File: src/shared/bus_pipe_cfg.svh
// Function
// Even parity per enabled write byte; read bytes checked, error flagged.
// Address parity over line address; inquire check reported two clocks after strobe.
// Cacheability and policy sampled at first of next-cycle-ok or first ready.
// Next-cycle-ok is latched; later pending cycle still issued.
// Atomic and writeback cycles never pipelined either way.
// Pending cycle starts two clocks after next-cycle-ok sampled.
// Read/write type change between pipelined cycles inserts one dead clock.
// At most two cycles outstanding; third waits for first to finish.
// Ready of first cycle never samples attributes of the second.
// Far side keeps ready low during the turnaround dead clock.
// Far side floats address, waits two clocks, then strobes inquiry.
// Inquiry uses line address only; low address bits ignored.
// Hit invalidates line when drop is high, else marks shared.
// Match output low on hit, high on miss, held between inquiries.
// Modified output with match two clocks after; held until writeback ends plus two.
// Snoop strobe ignored in writeback, after strobes, in SRAM mode, or driving address.
// Far side blocks inquiries during self test; releases float carefully.
// Writeback starts two clocks after modified, at beat zero, after backoff/hold released.
// Writeback may start while address floats; address driven once float released.
// Modified output only for external inquiry hits, not internal writebacks.
// Address parity error does not stop the lookup or writeback.
// Modified may drop without writeback; no second writeback for same line.
`ifndef BUS_PIPE_CFG_SVH
`define BUS_PIPE_CFG_SVH
`define BPS_WB_GAP 2'h2
`define BPS_SNOOP_MODIFIED_OUT_TAIL 2'h2
`define BPS_BURST_LAST 2'h3
`define BPS_SINGLE_LAST 2'h0
`define BPS_WB_BEAT0 2'h0
`define BPS_WB_BE 8'hFF
`define BPS_MATCH_MISS 1'b1
`define BPS_LINE_LSB 2
`endif

File: src/shared/bus_pipe_pkg.sv
package bus_pipe_pkg;
  typedef logic [28:0] addr_t;
  typedef logic [26:0] line_t;
  typedef struct packed {
    logic write;
    logic atomic;
    logic wback;
    logic sampled;
    logic td;
    logic [1:0] beat;
    logic [1:0] last;
    addr_t addr;
    logic [7:0] be;
    logic [3:0][63:0] line;
  } slot_s;
  typedef enum {WB_IDLE, WB_HOLD, WB_RUN, WB_TAIL} wb_state_e;
endpackage

File: src/hw/bus_pipe_snoop.sv
`include "bus_pipe_cfg.svh"
module bus_pipe_snoop (
  input wire logic clock, // bus clock
  input wire logic rst_n, // sync reset
  input wire logic req_valid, // core cycle request
  input wire logic req_write, // request is write
  input wire logic req_atomic, // request is locked
  input wire logic req_wback, // replacement writeback
  input wire logic req_burst, // four beats
  input wire bus_pipe_pkg::addr_t req_addr, // request address
  input wire logic [7:0] req_be, // request byte enables
  input wire logic [255:0] wr_line, // write data, beat 0 low
  output logic req_taken, // request issued pulse
  output logic [63:0] rd_data, // read beat data
  output logic rd_valid, // read beat pulse
  output logic attr_valid, // attribute sample pulse
  output logic attr_cacheable, // sampled cacheable_in
  output logic attr_wb_policy, // sampled write_policy_in
  output logic lookup_valid, // snoop lookup strobe
  output bus_pipe_pkg::line_t lookup_line, // snoop line address
  output logic lookup_drop, // invalidate, else share
  input wire logic lookup_hit, // hit either cache
  input wire logic lookup_modified, // hit modified data line
  input wire logic [255:0] snoop_line_data, // modified line data
  input wire logic wb_cancel, // modified line vanished
  input wire logic sram_mode, // cache in sram mode
  input wire logic hold_req_in, // bus hold request
  output logic hold_grant_out, // bus hold grant
  output logic cycle_start_strobe, // address strobe
  output logic cycle_write, // cycle direction
  output logic atomic_seq_out, // locked sequence
  output bus_pipe_pkg::addr_t addr_out, // address pins out
  output logic addr_parity_bit_out, // address parity out
  output logic addr_oe, // address pins driven
  input wire bus_pipe_pkg::addr_t addr_in, // inquire address
  input wire logic addr_parity_bit_in, // inquire parity
  output logic [7:0] be_out, // byte enables
  output logic [63:0] data_out, // write data pins
  output logic [7:0] data_par_out, // write data parity
  output logic data_oe, // data pins driven
  input wire logic [63:0] data_in, // read data pins
  input wire logic [7:0] data_par_in, // read data parity
  input wire logic burst_ready, // beat done
  input wire logic next_cycle_ok, // next address allowed
  input wire logic cacheable_in, // cacheable
  input wire logic write_policy_in, // write-back policy
  input wire logic addr_float_req, // float address bus
  input wire logic ext_snoop_strobe, // inquire strobe
  input wire logic snoop_drop_line, // invalidate on hit
  input wire logic bus_backoff_in, // backoff
  output logic data_parity_err_out, // read parity error
  output logic addr_parity_err_out, // inquire parity error
  output logic snoop_match_out, // low on hit
  output logic snoop_modified_out // modified hit
);
  import bus_pipe_pkg::*;

  slot_s s0_q, s1_q, s0_d, s1_d, new_slot;
  logic v0_q, v1_q, v0_d, v1_d;
  logic na_q, td_q, td_d, ads_d1_q, ext_snoop_strobe_d1_q;
  logic burst_ready_ok, last0, samp, wb_go, req_go, issue, pipe_room, snoop_take;
  logic hit2_q, mod2_q, v2_q, dup2_q, ape1_q, ape2_q, dup_now;
  logic [1:0] wb_cnt_q;
  line_t wb_line_q;
  logic [255:0] wb_data_q;
  logic [7:0] gen_par, chk_par;
  logic [63:0] word_d;
  wb_state_e wb_st_q;

  function automatic logic holds_line(input logic v, input slot_s s, input line_t l);
    holds_line = v && s.wback && (s.addr[28:`BPS_LINE_LSB] == l);
  endfunction

  // dead clock ignores ready
  // ready masked in dead clock
  assign burst_ready_ok = burst_ready && v0_q && !td_q;
  assign last0 = burst_ready_ok && (s0_q.beat == s0_q.last);

  // no pipelining of locked or writeback
  assign pipe_room = !v1_q && na_q && !s0_q.atomic && !s0_q.wback;

  // writeback after gap, no backoff or hold
  assign wb_go = (wb_st_q == WB_HOLD) && (wb_cnt_q == `BPS_WB_GAP - 2'h1) && !v0_q
    && !bus_backoff_in && !hold_grant_out && !wb_cancel;

  // third cycle waits for a free slot
  assign req_go = req_valid && !req_taken && !addr_float_req && !bus_backoff_in
    && !hold_req_in && !hold_grant_out && (wb_st_q != WB_HOLD)
    && (!v0_q || (pipe_room && !req_atomic && !req_wback));
  assign issue = wb_go || req_go;

  always_comb begin
    new_slot = '0;
    if (wb_go) begin
      new_slot.write = 1'b1;
      new_slot.wback = 1'b1;
      new_slot.last = `BPS_BURST_LAST;
      // writeback begins at beat zero
      new_slot.addr = {wb_line_q, `BPS_WB_BEAT0};
      new_slot.be = `BPS_WB_BE;
      new_slot.line = wb_data_q;
    end else begin
      new_slot.write = req_write;
      new_slot.atomic = req_atomic;
      new_slot.wback = req_wback;
      new_slot.last = (req_burst || req_wback) ? `BPS_BURST_LAST : `BPS_SINGLE_LAST;
      new_slot.addr = req_addr;
      new_slot.be = req_be;
      new_slot.line = wr_line;
    end
    new_slot.td = v0_q && (new_slot.write != s0_q.write);
  end

  always_comb begin
    s0_d = s0_q;
    s1_d = s1_q;
    v0_d = v0_q;
    v1_d = v1_q;
    samp = 1'b0;
    // sample at first of next-ok or ready
    if (v0_q && !s0_q.sampled && (next_cycle_ok || burst_ready_ok)) begin
      s0_d.sampled = 1'b1;
      samp = 1'b1;
    // second cycle sampled only by next-ok here
    end else if (v1_q && s0_q.sampled && !s1_q.sampled && next_cycle_ok) begin
      s1_d.sampled = 1'b1;
      samp = 1'b1;
    end
    if (burst_ready_ok) begin
      s0_d.beat = s0_q.beat + 2'h1;
    end
    if (last0) begin
      s0_d = s1_d;
      v0_d = v1_q;
      v1_d = 1'b0;
    end
    if (issue) begin
      if (!v0_d) begin
        s0_d = new_slot;
        v0_d = 1'b1;
      end else begin
        s1_d = new_slot;
        v1_d = 1'b1;
      end
    end
  end

  // dead clock on type change
  assign td_d = last0 && v1_q && s1_q.td;
  assign word_d = s0_d.line[s0_d.beat];

  byte_parity #(.BYTES(8)) u_gen (
    .data(word_d),
    .par(gen_par)
  );

  byte_parity #(.BYTES(8)) u_chk (
    .data(data_in),
    .par(chk_par)
  );

  always_ff @(posedge clock) begin
    if (!rst_n) begin
      s0_q <= '0;
      s1_q <= '0;
      v0_q <= 1'b0;
      v1_q <= 1'b0;
      td_q <= 1'b0;
    end else begin
      s0_q <= s0_d;
      s1_q <= s1_d;
      v0_q <= v0_d;
      v1_q <= v1_d;
      td_q <= td_d;
    end
  end

  // latched next-address permission
  always_ff @(posedge clock) begin
    if (!rst_n) begin
      na_q <= 1'b0;
    end else if (last0) begin
      na_q <= next_cycle_ok && v1_q;
    end else if (issue && v0_q) begin
      na_q <= 1'b0;
    end else if (next_cycle_ok && v0_q) begin
      // permission held until used
      na_q <= 1'b1;
    end
  end

  // address phase pins
  always_ff @(posedge clock) begin
    if (!rst_n) begin
      cycle_start_strobe <= 1'b0;
      cycle_write <= 1'b0;
      atomic_seq_out <= 1'b0;
      addr_out <= '0;
      addr_parity_bit_out <= 1'b0;
      addr_oe <= 1'b0;
      be_out <= '0;
      req_taken <= 1'b0;
      ads_d1_q <= 1'b0;
    end else begin
      // strobe one clock after latched permission
      cycle_start_strobe <= issue;
      req_taken <= req_go && !wb_go;
      ads_d1_q <= cycle_start_strobe;
      atomic_seq_out <= v0_d && s0_d.atomic;
      if (issue) begin
        cycle_write <= new_slot.write;
        addr_out <= new_slot.addr;
        be_out <= new_slot.be;
        // even parity over line address
        addr_parity_bit_out <= ^new_slot.addr[28:`BPS_LINE_LSB];
      end
      // pins float while float requested
      addr_oe <= v0_d && !addr_float_req && !bus_backoff_in && !hold_grant_out;
    end
  end

  // data phase pins and read capture
  always_ff @(posedge clock) begin
    if (!rst_n) begin
      data_out <= '0;
      data_par_out <= '0;
      data_oe <= 1'b0;
      rd_data <= '0;
      rd_valid <= 1'b0;
      data_parity_err_out <= 1'b0;
      attr_valid <= 1'b0;
      attr_cacheable <= 1'b0;
      attr_wb_policy <= 1'b0;
    end else begin
      data_out <= word_d;
      // even parity per write byte
      data_par_out <= gen_par & s0_d.be;
      data_oe <= v0_d && s0_d.write && !td_d && !bus_backoff_in;
      rd_valid <= burst_ready_ok && !s0_q.write;
      if (burst_ready_ok && !s0_q.write) begin
        rd_data <= data_in;
      end
      // check enabled read bytes
      data_parity_err_out <= burst_ready_ok && !s0_q.write
        && |((chk_par ^ data_par_in) & s0_q.be);
      attr_valid <= samp;
      if (samp) begin
        attr_cacheable <= cacheable_in;
        attr_wb_policy <= write_policy_in;
      end
    end
  end

  // strobe ignored in listed clocks
  assign snoop_take = ext_snoop_strobe && !snoop_modified_out && !ads_d1_q
    && !ext_snoop_strobe_d1_q && !sram_mode && !addr_oe;
  // line already in a writeback slot
  assign dup_now = holds_line(v0_q, s0_q, lookup_line) || holds_line(v1_q, s1_q, lookup_line);

  // inquiry pipeline, results two clocks on
  always_ff @(posedge clock) begin
    if (!rst_n) begin
      ext_snoop_strobe_d1_q <= 1'b0;
      lookup_valid <= 1'b0;
      lookup_line <= '0;
      lookup_drop <= 1'b0;
      ape1_q <= 1'b0;
      v2_q <= 1'b0;
      hit2_q <= 1'b0;
      mod2_q <= 1'b0;
      dup2_q <= 1'b0;
      ape2_q <= 1'b0;
      snoop_match_out <= `BPS_MATCH_MISS;
      addr_parity_err_out <= 1'b0;
    end else begin
      ext_snoop_strobe_d1_q <= ext_snoop_strobe;
      lookup_valid <= snoop_take;
      if (snoop_take) begin
        // low address bits ignored
        lookup_line <= addr_in[28:`BPS_LINE_LSB];
        // drop selects invalidate or share
        lookup_drop <= snoop_drop_line;
        ape1_q <= ^{addr_in[28:`BPS_LINE_LSB], addr_parity_bit_in};
      end
      // parity error leaves lookup running
      v2_q <= lookup_valid;
      if (lookup_valid) begin
        hit2_q <= lookup_hit;
        mod2_q <= lookup_modified;
        dup2_q <= dup_now;
        ape2_q <= ape1_q;
      end
      if (v2_q) begin
        // low on hit, held otherwise
        snoop_match_out <= !hit2_q;
        // parity result two clocks after lookup strobe
        addr_parity_err_out <= ape2_q;
      end
    end
  end

  // snoop writeback sequencing
  always_ff @(posedge clock) begin
    if (!rst_n) begin
      wb_st_q <= WB_IDLE;
      wb_cnt_q <= '0;
      wb_line_q <= '0;
      wb_data_q <= '0;
      snoop_modified_out <= 1'b0;
    end else begin
      if (lookup_valid && lookup_modified && wb_st_q == WB_IDLE) begin
        wb_line_q <= lookup_line;
        wb_data_q <= snoop_line_data;
      end
      case (wb_st_q)
        WB_IDLE: begin
          // only external inquiry hits raise it
          // modified with match, two clocks on
          if (v2_q && mod2_q) begin
            snoop_modified_out <= 1'b1;
            wb_cnt_q <= '0;
            // no second writeback for same line
            wb_st_q <= dup2_q ? WB_RUN : WB_HOLD;
          end
        end
        WB_HOLD: begin
          if (wb_cancel) begin
            // drop without writeback
            snoop_modified_out <= 1'b0;
            wb_st_q <= WB_IDLE;
          end else if (wb_go) begin
            wb_st_q <= WB_RUN;
          end else if (wb_cnt_q != `BPS_WB_GAP - 2'h1) begin
            wb_cnt_q <= wb_cnt_q + 2'h1;
          end
        end
        WB_RUN: begin
          if ((last0 && holds_line(v0_q, s0_q, wb_line_q))
              || !(holds_line(v0_q, s0_q, wb_line_q) || holds_line(v1_q, s1_q, wb_line_q))) begin
            wb_cnt_q <= '0;
            wb_st_q <= WB_TAIL;
          end
        end
        WB_TAIL: begin
          // held two clocks past last ready
          if (wb_cnt_q == `BPS_SNOOP_MODIFIED_OUT_TAIL - 2'h1) begin
            snoop_modified_out <= 1'b0;
            wb_st_q <= WB_IDLE;
          end else begin
            wb_cnt_q <= wb_cnt_q + 2'h1;
          end
        end
        default: begin
          wb_st_q <= WB_IDLE;
        end
      endcase
    end
  end

  // bus hold grant between cycles
  always_ff @(posedge clock) begin
    if (!rst_n) begin
      hold_grant_out <= 1'b0;
    end else begin
      hold_grant_out <= hold_req_in && !v0_d;
    end
  end
endmodule

File: src/hw/byte_parity.sv
module byte_parity #(
  parameter int BYTES = 8
) (
  input wire logic [BYTES*8-1:0] data, // data word
  output logic [BYTES-1:0] par // even parity per byte
);
  genvar i;
  generate
    for (i = 0; i < BYTES; i++) begin : g_byte
      assign par[i] = ^data[i*8 +: 8];
    end
  endgenerate
endmodule

File: config.mk
export PLATFORM = sky130hd
export DESIGN_NAME = bus_pipe_snoop
export DESIGN_NICKNAME = d
export VERILOG_FILES = /design/src/shared/bus_pipe_pkg.sv /design/src/hw/bus_pipe_snoop.sv /design/src/hw/byte_parity.sv
export VERILOG_INCLUDE_DIRS = /design/src /design/src/shared
export SDC_FILE = /design/constraint.sdc
export NUM_CORES = 2
export LEC_CHECK = 0
export ABC_AREA = 1
export BUFFER_PORTS_ARGS = -buffer_cell sky130_fd_sc_hd__buf_2
export CORE_MARGIN = 2
export CORE_UTILIZATION = 35
export DETAILED_ROUTE_END_ITERATION = 10
export GPL_TIMING_DRIVEN = 0
export SLEW_MARGIN = 20
export SYNTH_ARGS = -nofsm -noshare
export SYNTH_HDL_FRONTEND = slang
export SYNTH_SLANG_ARGS = --single-unit
export TNS_END_PERCENT = 50
File: constraint.sdc
create_clock -name clock -period 2.6 [get_ports clock]
set_clock_uncertainty 0.2 [all_clocks]
set_input_delay 0.13 -clock clock [delete_from_list [all_inputs] [get_ports clock]]
set_output_delay 0.13 -clock clock [all_outputs]
set_load 0.1 [all_outputs]
==> run metrics, run 1 <==
TritonCTS buffer count=134; post-synth top area cell=dfxtp_1; Ports=889; Compound-Gate Fraction of Synth Area=18.70%; Post-synth EDFFs=0; final RePlAce weighted congestion=1.059; XOR/XNOR share of the synthesized area=2.874%; Tot GR Track Use=44.08%; syn_area_per_cell=6.936 sq um; multiplexer area fraction after synthesis=1.494%; post-synthesis sequential area ratio=44.34%; CTS Buffer Depth=3; largest net degree at the start of global routing=17; Synth Register Bits=1113; Synth async-reset ratio=0%; Stop stage=global routing (5_1_grt); CTS Root Cell=clkbuf_16; Die H=382.9 um; top cell type's share of synthesized area=44.34%; Syn Nets=7916; die width=382.9 um; Yosys cell types=49; largest cells by area after synthesis=dfxtp_1, nand2_1, o21ai_0, nor2_1, a21oi_1; grt total ovfl=9; post-synthesis adder-cell area fraction=0.02490%; Mapped Area=50250 sq um; Yosys warning total=0; Starting Density=35.10%; clock sinks=1113; Row Count=139; IO buf count=885; status=stopped before the end; global-route wire length before repair=457.0 mm; simple-gate share of the synthesized area=24.12%; largest family of logic cells by synthesized area=simple AND/OR/NAND/NOR gates; Post-DP HPWL=234.5 mm; H-tree depth=4; pre-CTS setup slack=-2.503 ns; vias in the first global route=64080; Post-synth top flop=dfxtp_1; Synth Instances=7244; error msg=[ERROR GRT-0116] Global routing finished with congestion. Check the congestion regions in the DRC Viewer.
synth_stat cells (2+ instances only):
cell type / count
nand2_1: 1796
dfxtp_1: 1113
o21ai_0: 1003
nor2_1: 947
a21oi_1: 540
inv_1: 510
clkbuf_1: 322
nand3_1: 250
buf_2: 115
a211oi_1: 99
xnor2_1: 97
mux2i_1: 75
xor2_1: 66
buf_1: 35
inv_2: 32
o211ai_1: 26
nor3_1: 22
a311oi_1: 20
o22ai_1: 18
buf_4: 15
buf_6: 15
nand3b_1: 15
o21a_1: 13
o21ai_1: 13
a31oi_1: 12
nor4_1: 11
nand4_1: 10
o2111ai_1: 8
nand2_2: 7
or2_2: 5
a32o_1: 4
a221oi_1: 3
clkinv_1: 3
o31ai_1: 3
a2111oi_0: 2
a21boi_0: 2
nand2_4: 2
nand3_4: 2
nor2_4: 2
nor3b_1: 2
stage by stage:
step / util (%) / area (sq um) / cells / hold slack [ns] / TNS [ns]
floorplan: - / 50250 / 7244 / 0.007635 / -3.908
global placement: 39.87 / 57060 / 10030 / 0.1346 / -1275.85
detailed placement: 39.96 / 57190 / 10040 / 0.1414 / -1131.46
CTS: 53.55 / 76650 / 11400 / -0.06274 / -118.54
routing by layer:
metal	overflow	track usage (%)
met1	0	54.08
met4	2	31.36
met5	0	0.6944
met2	7	63.82
met3	0	15.58
what timing repair did:
action | 4_1_cts
endpoints found under the hold margin | 1037
hold buffers | 1002
pin swaps | 153
buffers inserted | 111
endpoints found under the setup margin | 1017
cloned | 10
resized for setup | 1176
cell families after synthesis:
family          after synthesis
buf+inv                    1047
flops                      1113
compound gates             1768
simple gates               3076
fa+ha+maj                     1
xor+xnor                    164
mux                          75
==> run 2, diff against run 1 <==
CORE_UTILIZATION = 20   (was 35)
PLACE_DENSITY_LB_ADDON = 0.15   (was not set)
clock period = 3.4 ns   (was 2.6 ns; I/O delays follow)
==> run 2 against run 1 <==
Against the previous run: the flow now finishes, with violations (setup timing); synthesized area unchanged; synthesized cell count did not move.
==> run metrics, run 2 <==
Ports=889; max_cap viols=0; nets=10010; Clock transition at path regs=0.06 ns; most frequent CP cell=nor2_1; drt total wl=360.0 mm; syn_area_per_cell=6.936 sq um; HP Start=data_in[39]; clk_lat worst skew=0.83 ns; Hold Path Depth=4; Final Max Slew Viols=0; vias per cell=4.704; largest cells by area after synthesis=dfxtp_1, nand2_1, o21ai_0, nor2_1, a21oi_1; unrepaired setup endpoints after global routing=true; max FFs per register=299; endpoint class of the critical path=flip-flop; Synth Register Bits=1113; Post-synth top flop=dfxtp_1; Worst R2R Path Depth=8; Yosys cell types=49; DRC Markers=0; Starting Density=20.06%; Yosys warning total=0; Regs by FF count=s0_q (299), s1_q (297), wb_data_q (256); core footprint=250500 sq um; DR iter-0 viols=5556; critical path type=reg -> reg; grt total ovfl=0; drt first pass iters=6; DR vias=60280; FF-to-FF End=wb_data_q[133]; die width=505.2 um; commonest non-fill, non-tap cells in the layout=nand2_1, dfxtp_1, dlygate4sd3_1; post-route clock period utilization=102.5%; WL/cell=28.09 um; Row Count=184; top-count cell post-synth=nand2_1; R2R setup slack=-0.08 ns; initial antenna violation count=52; Post-synth EDFFs=0; worst hold endpoint=rd_data[39]; post-synth top area cell=dfxtp_1; Cells after DPL=11490; TritonCTS clock tree=done; TritonCTS buffer count=145; vias in the first global route=58160; most frequent cells after synthesis=nand2_1, dfxtp_1, o21ai_0; Largest Register=s0_q; setup TNS=-0.1346 ns; final RePlAce weighted congestion=0.9784; die area=255300 sq um; post-route ant nets=0; clock sinks=1113; IO buf count=885; CTS Root Cell=clkbuf_16; layout cells sized above 1=19.05%; Largest delay share family, worst path=buffers and inverters; Tot GR Track Use=26.95%; Post-DP HPWL=278.3 mm; Post-Layout Cell Count=12820; status=finished with violations; Filler cells=27210; design area=77460 sq um; Slew Limit Headroom=16.37%; Syn Nets=7916; crit path cell chain=nand2_1 > nor3_2 > clkinv_4 > clkbuf_2 > buf_16 > clkbuf_1 > nor2_1 > nor2_1; Worst Slack Setup Final=-0.08375 ns; final setup fails=2; Worst Hold Slack=0.03033 ns; CP max FO=10; largest net degree at the start of global routing=17; failing checks=setup timing; Startpoint Class=flip-flop; post-synthesis sequential area ratio=44.34%; LEAKAGE=33.66 nW; Buf/Inv on CP=4; Register Area=22290 sq um; Critical Path RT=3.89 ns; Synth Instances=7244; Multi-input gate area=25340 sq um; CTS Buffer Depth=3; area grow syn2layout=54.15%; pwr dens=457.4 nW/um^2; Area after DPL=59110 sq um; class of the tightest hold or removal check=in -> reg; Reg2Reg Launch Point=lookup_valid; most common cell after layout, fill and taps aside=nand2_1; VDD IR max=0.4061 mV; Largest stage delay, worst path=0.60 ns; endpoints failing hold=0; Final min period=3.484 ns; max frequency=287.0 MHz; slew of the pin with the lowest slew margin=1.254 ns; Mapped Area=50250 sq um; CP Data Arrival Time=3.97 ns; global-route wire length before repair=477.6 mm; Critical-path top delay cell=nor3_2; top cell type's share of synthesized area=44.34%; Die H=505.2 um; Synth async-reset ratio=0%; H-tree depth=4
## run 2: cell counts after synthesis
Identical to the previous run, type by type.
## run 2: area by class of cell
type | instances | share of cell area (%)
sequential | 1113 | 28.77
inverter | 545 | 2.662
clock buffer | 206 | 5.505
antenna | 23 | 0.07431
clock inverter | 47 | 0.8933
timing repair buffer | 1947 | 19.78
tap | 3348 | 5.408
multi-input combinational | 5085 | 32.71
buffer | 502 | 4.187
## run 2: logic make-up (layout without fill, tap and decap cells)
kind of cell,Yosys count,in the layout,share of synthesized area (%)
and+or+nand+nor,3076,3077,24.12
AOI/OAI and AO/OA,1768,1768,18.70
DFF,1113,1113,44.34
buffers and inverters,1047,3247,8.444
xor gates and xnor gates,164,164,2.874
muxes,75,75,1.494
adders and majority gates,1,1,0.02490
other,0,23,0
## run 2: worst reg2reg max path, cell delays in order (launching register included)
cell      delay [ns]
dfxtp_1         0.48
nand2_1         0.17
nor3_2          0.60
clkinv_4        0.38
clkbuf_2        0.49
buf_16          0.30
clkbuf_1        0.30
nor2_1          0.35
nor2_1          0.09
## run 2: where the power goes
part | internal (mW) | switching [mW] | total (mW)
clock | 9.72 | 6.73 | 16.5
combinational | 1.94 | 3.45 | 5.39
sequential | 13.3 | 0.235 | 13.6
## run 2: per-layer routing
metal	part of all wire, %	global-route usage (%)	vias up
li1	-	-	27710
met1	42	33.93	29270
met2	46	43.96	2663
met3	7.1	5.019	615
met4	5.7	13.35	24
met5	0.061	0	-
## run 2: repair_timing
| item | CTS | global route |
|---|---|---|
| hold buffers | 1003 | 0 |
| pin swaps | 22 | 27 |
| hold endpoints to repair | 1019 | 0 |
| buffers inserted | 23 | 18 |
| gates cloned | 3 | 6 |
| setup endpoints to repair | 831 | 334 |
| gates resized for setup | 523 | 325 |
## run 2: worst max-delay path by stage
stage | startpoint | endpoint | slack [ns] | cells after the start
after global placement | wb_cnt_q[0] | data_par_out[6] | -2.05 | 18
after CTS | v0_q | data_par_out[6] | -0.16 | 22
after global routing | wb_cnt_q[1] | data_par_out[6] | -0.11 | 22
after floorplan | hold_grant_out | data_par_out[2] | 0.38 | 20
final | lookup_valid | wb_data_q[133] | -0.08 | 8
after detailed placement | wb_cnt_q[1] | data_par_out[7] | -1.70 | 22
## run 2: metrics by stage
| step | power, mW | util [%] | setup WS [ns] |
|---|---|---|---|
| floorplan | 15.96 | - | 0.3802 |
| global placement | 18.03 | 23.50 | -2.048 |
| detailed placement | 18.05 | 23.60 | -1.696 |
| CTS | 35.54 | 30.38 | -0.1611 |
| global route | 36.47 | 30.91 | -0.1087 |
| finish | 35.43 | 30.92 | -0.08375 |
(Power assumes the default switching activity.)
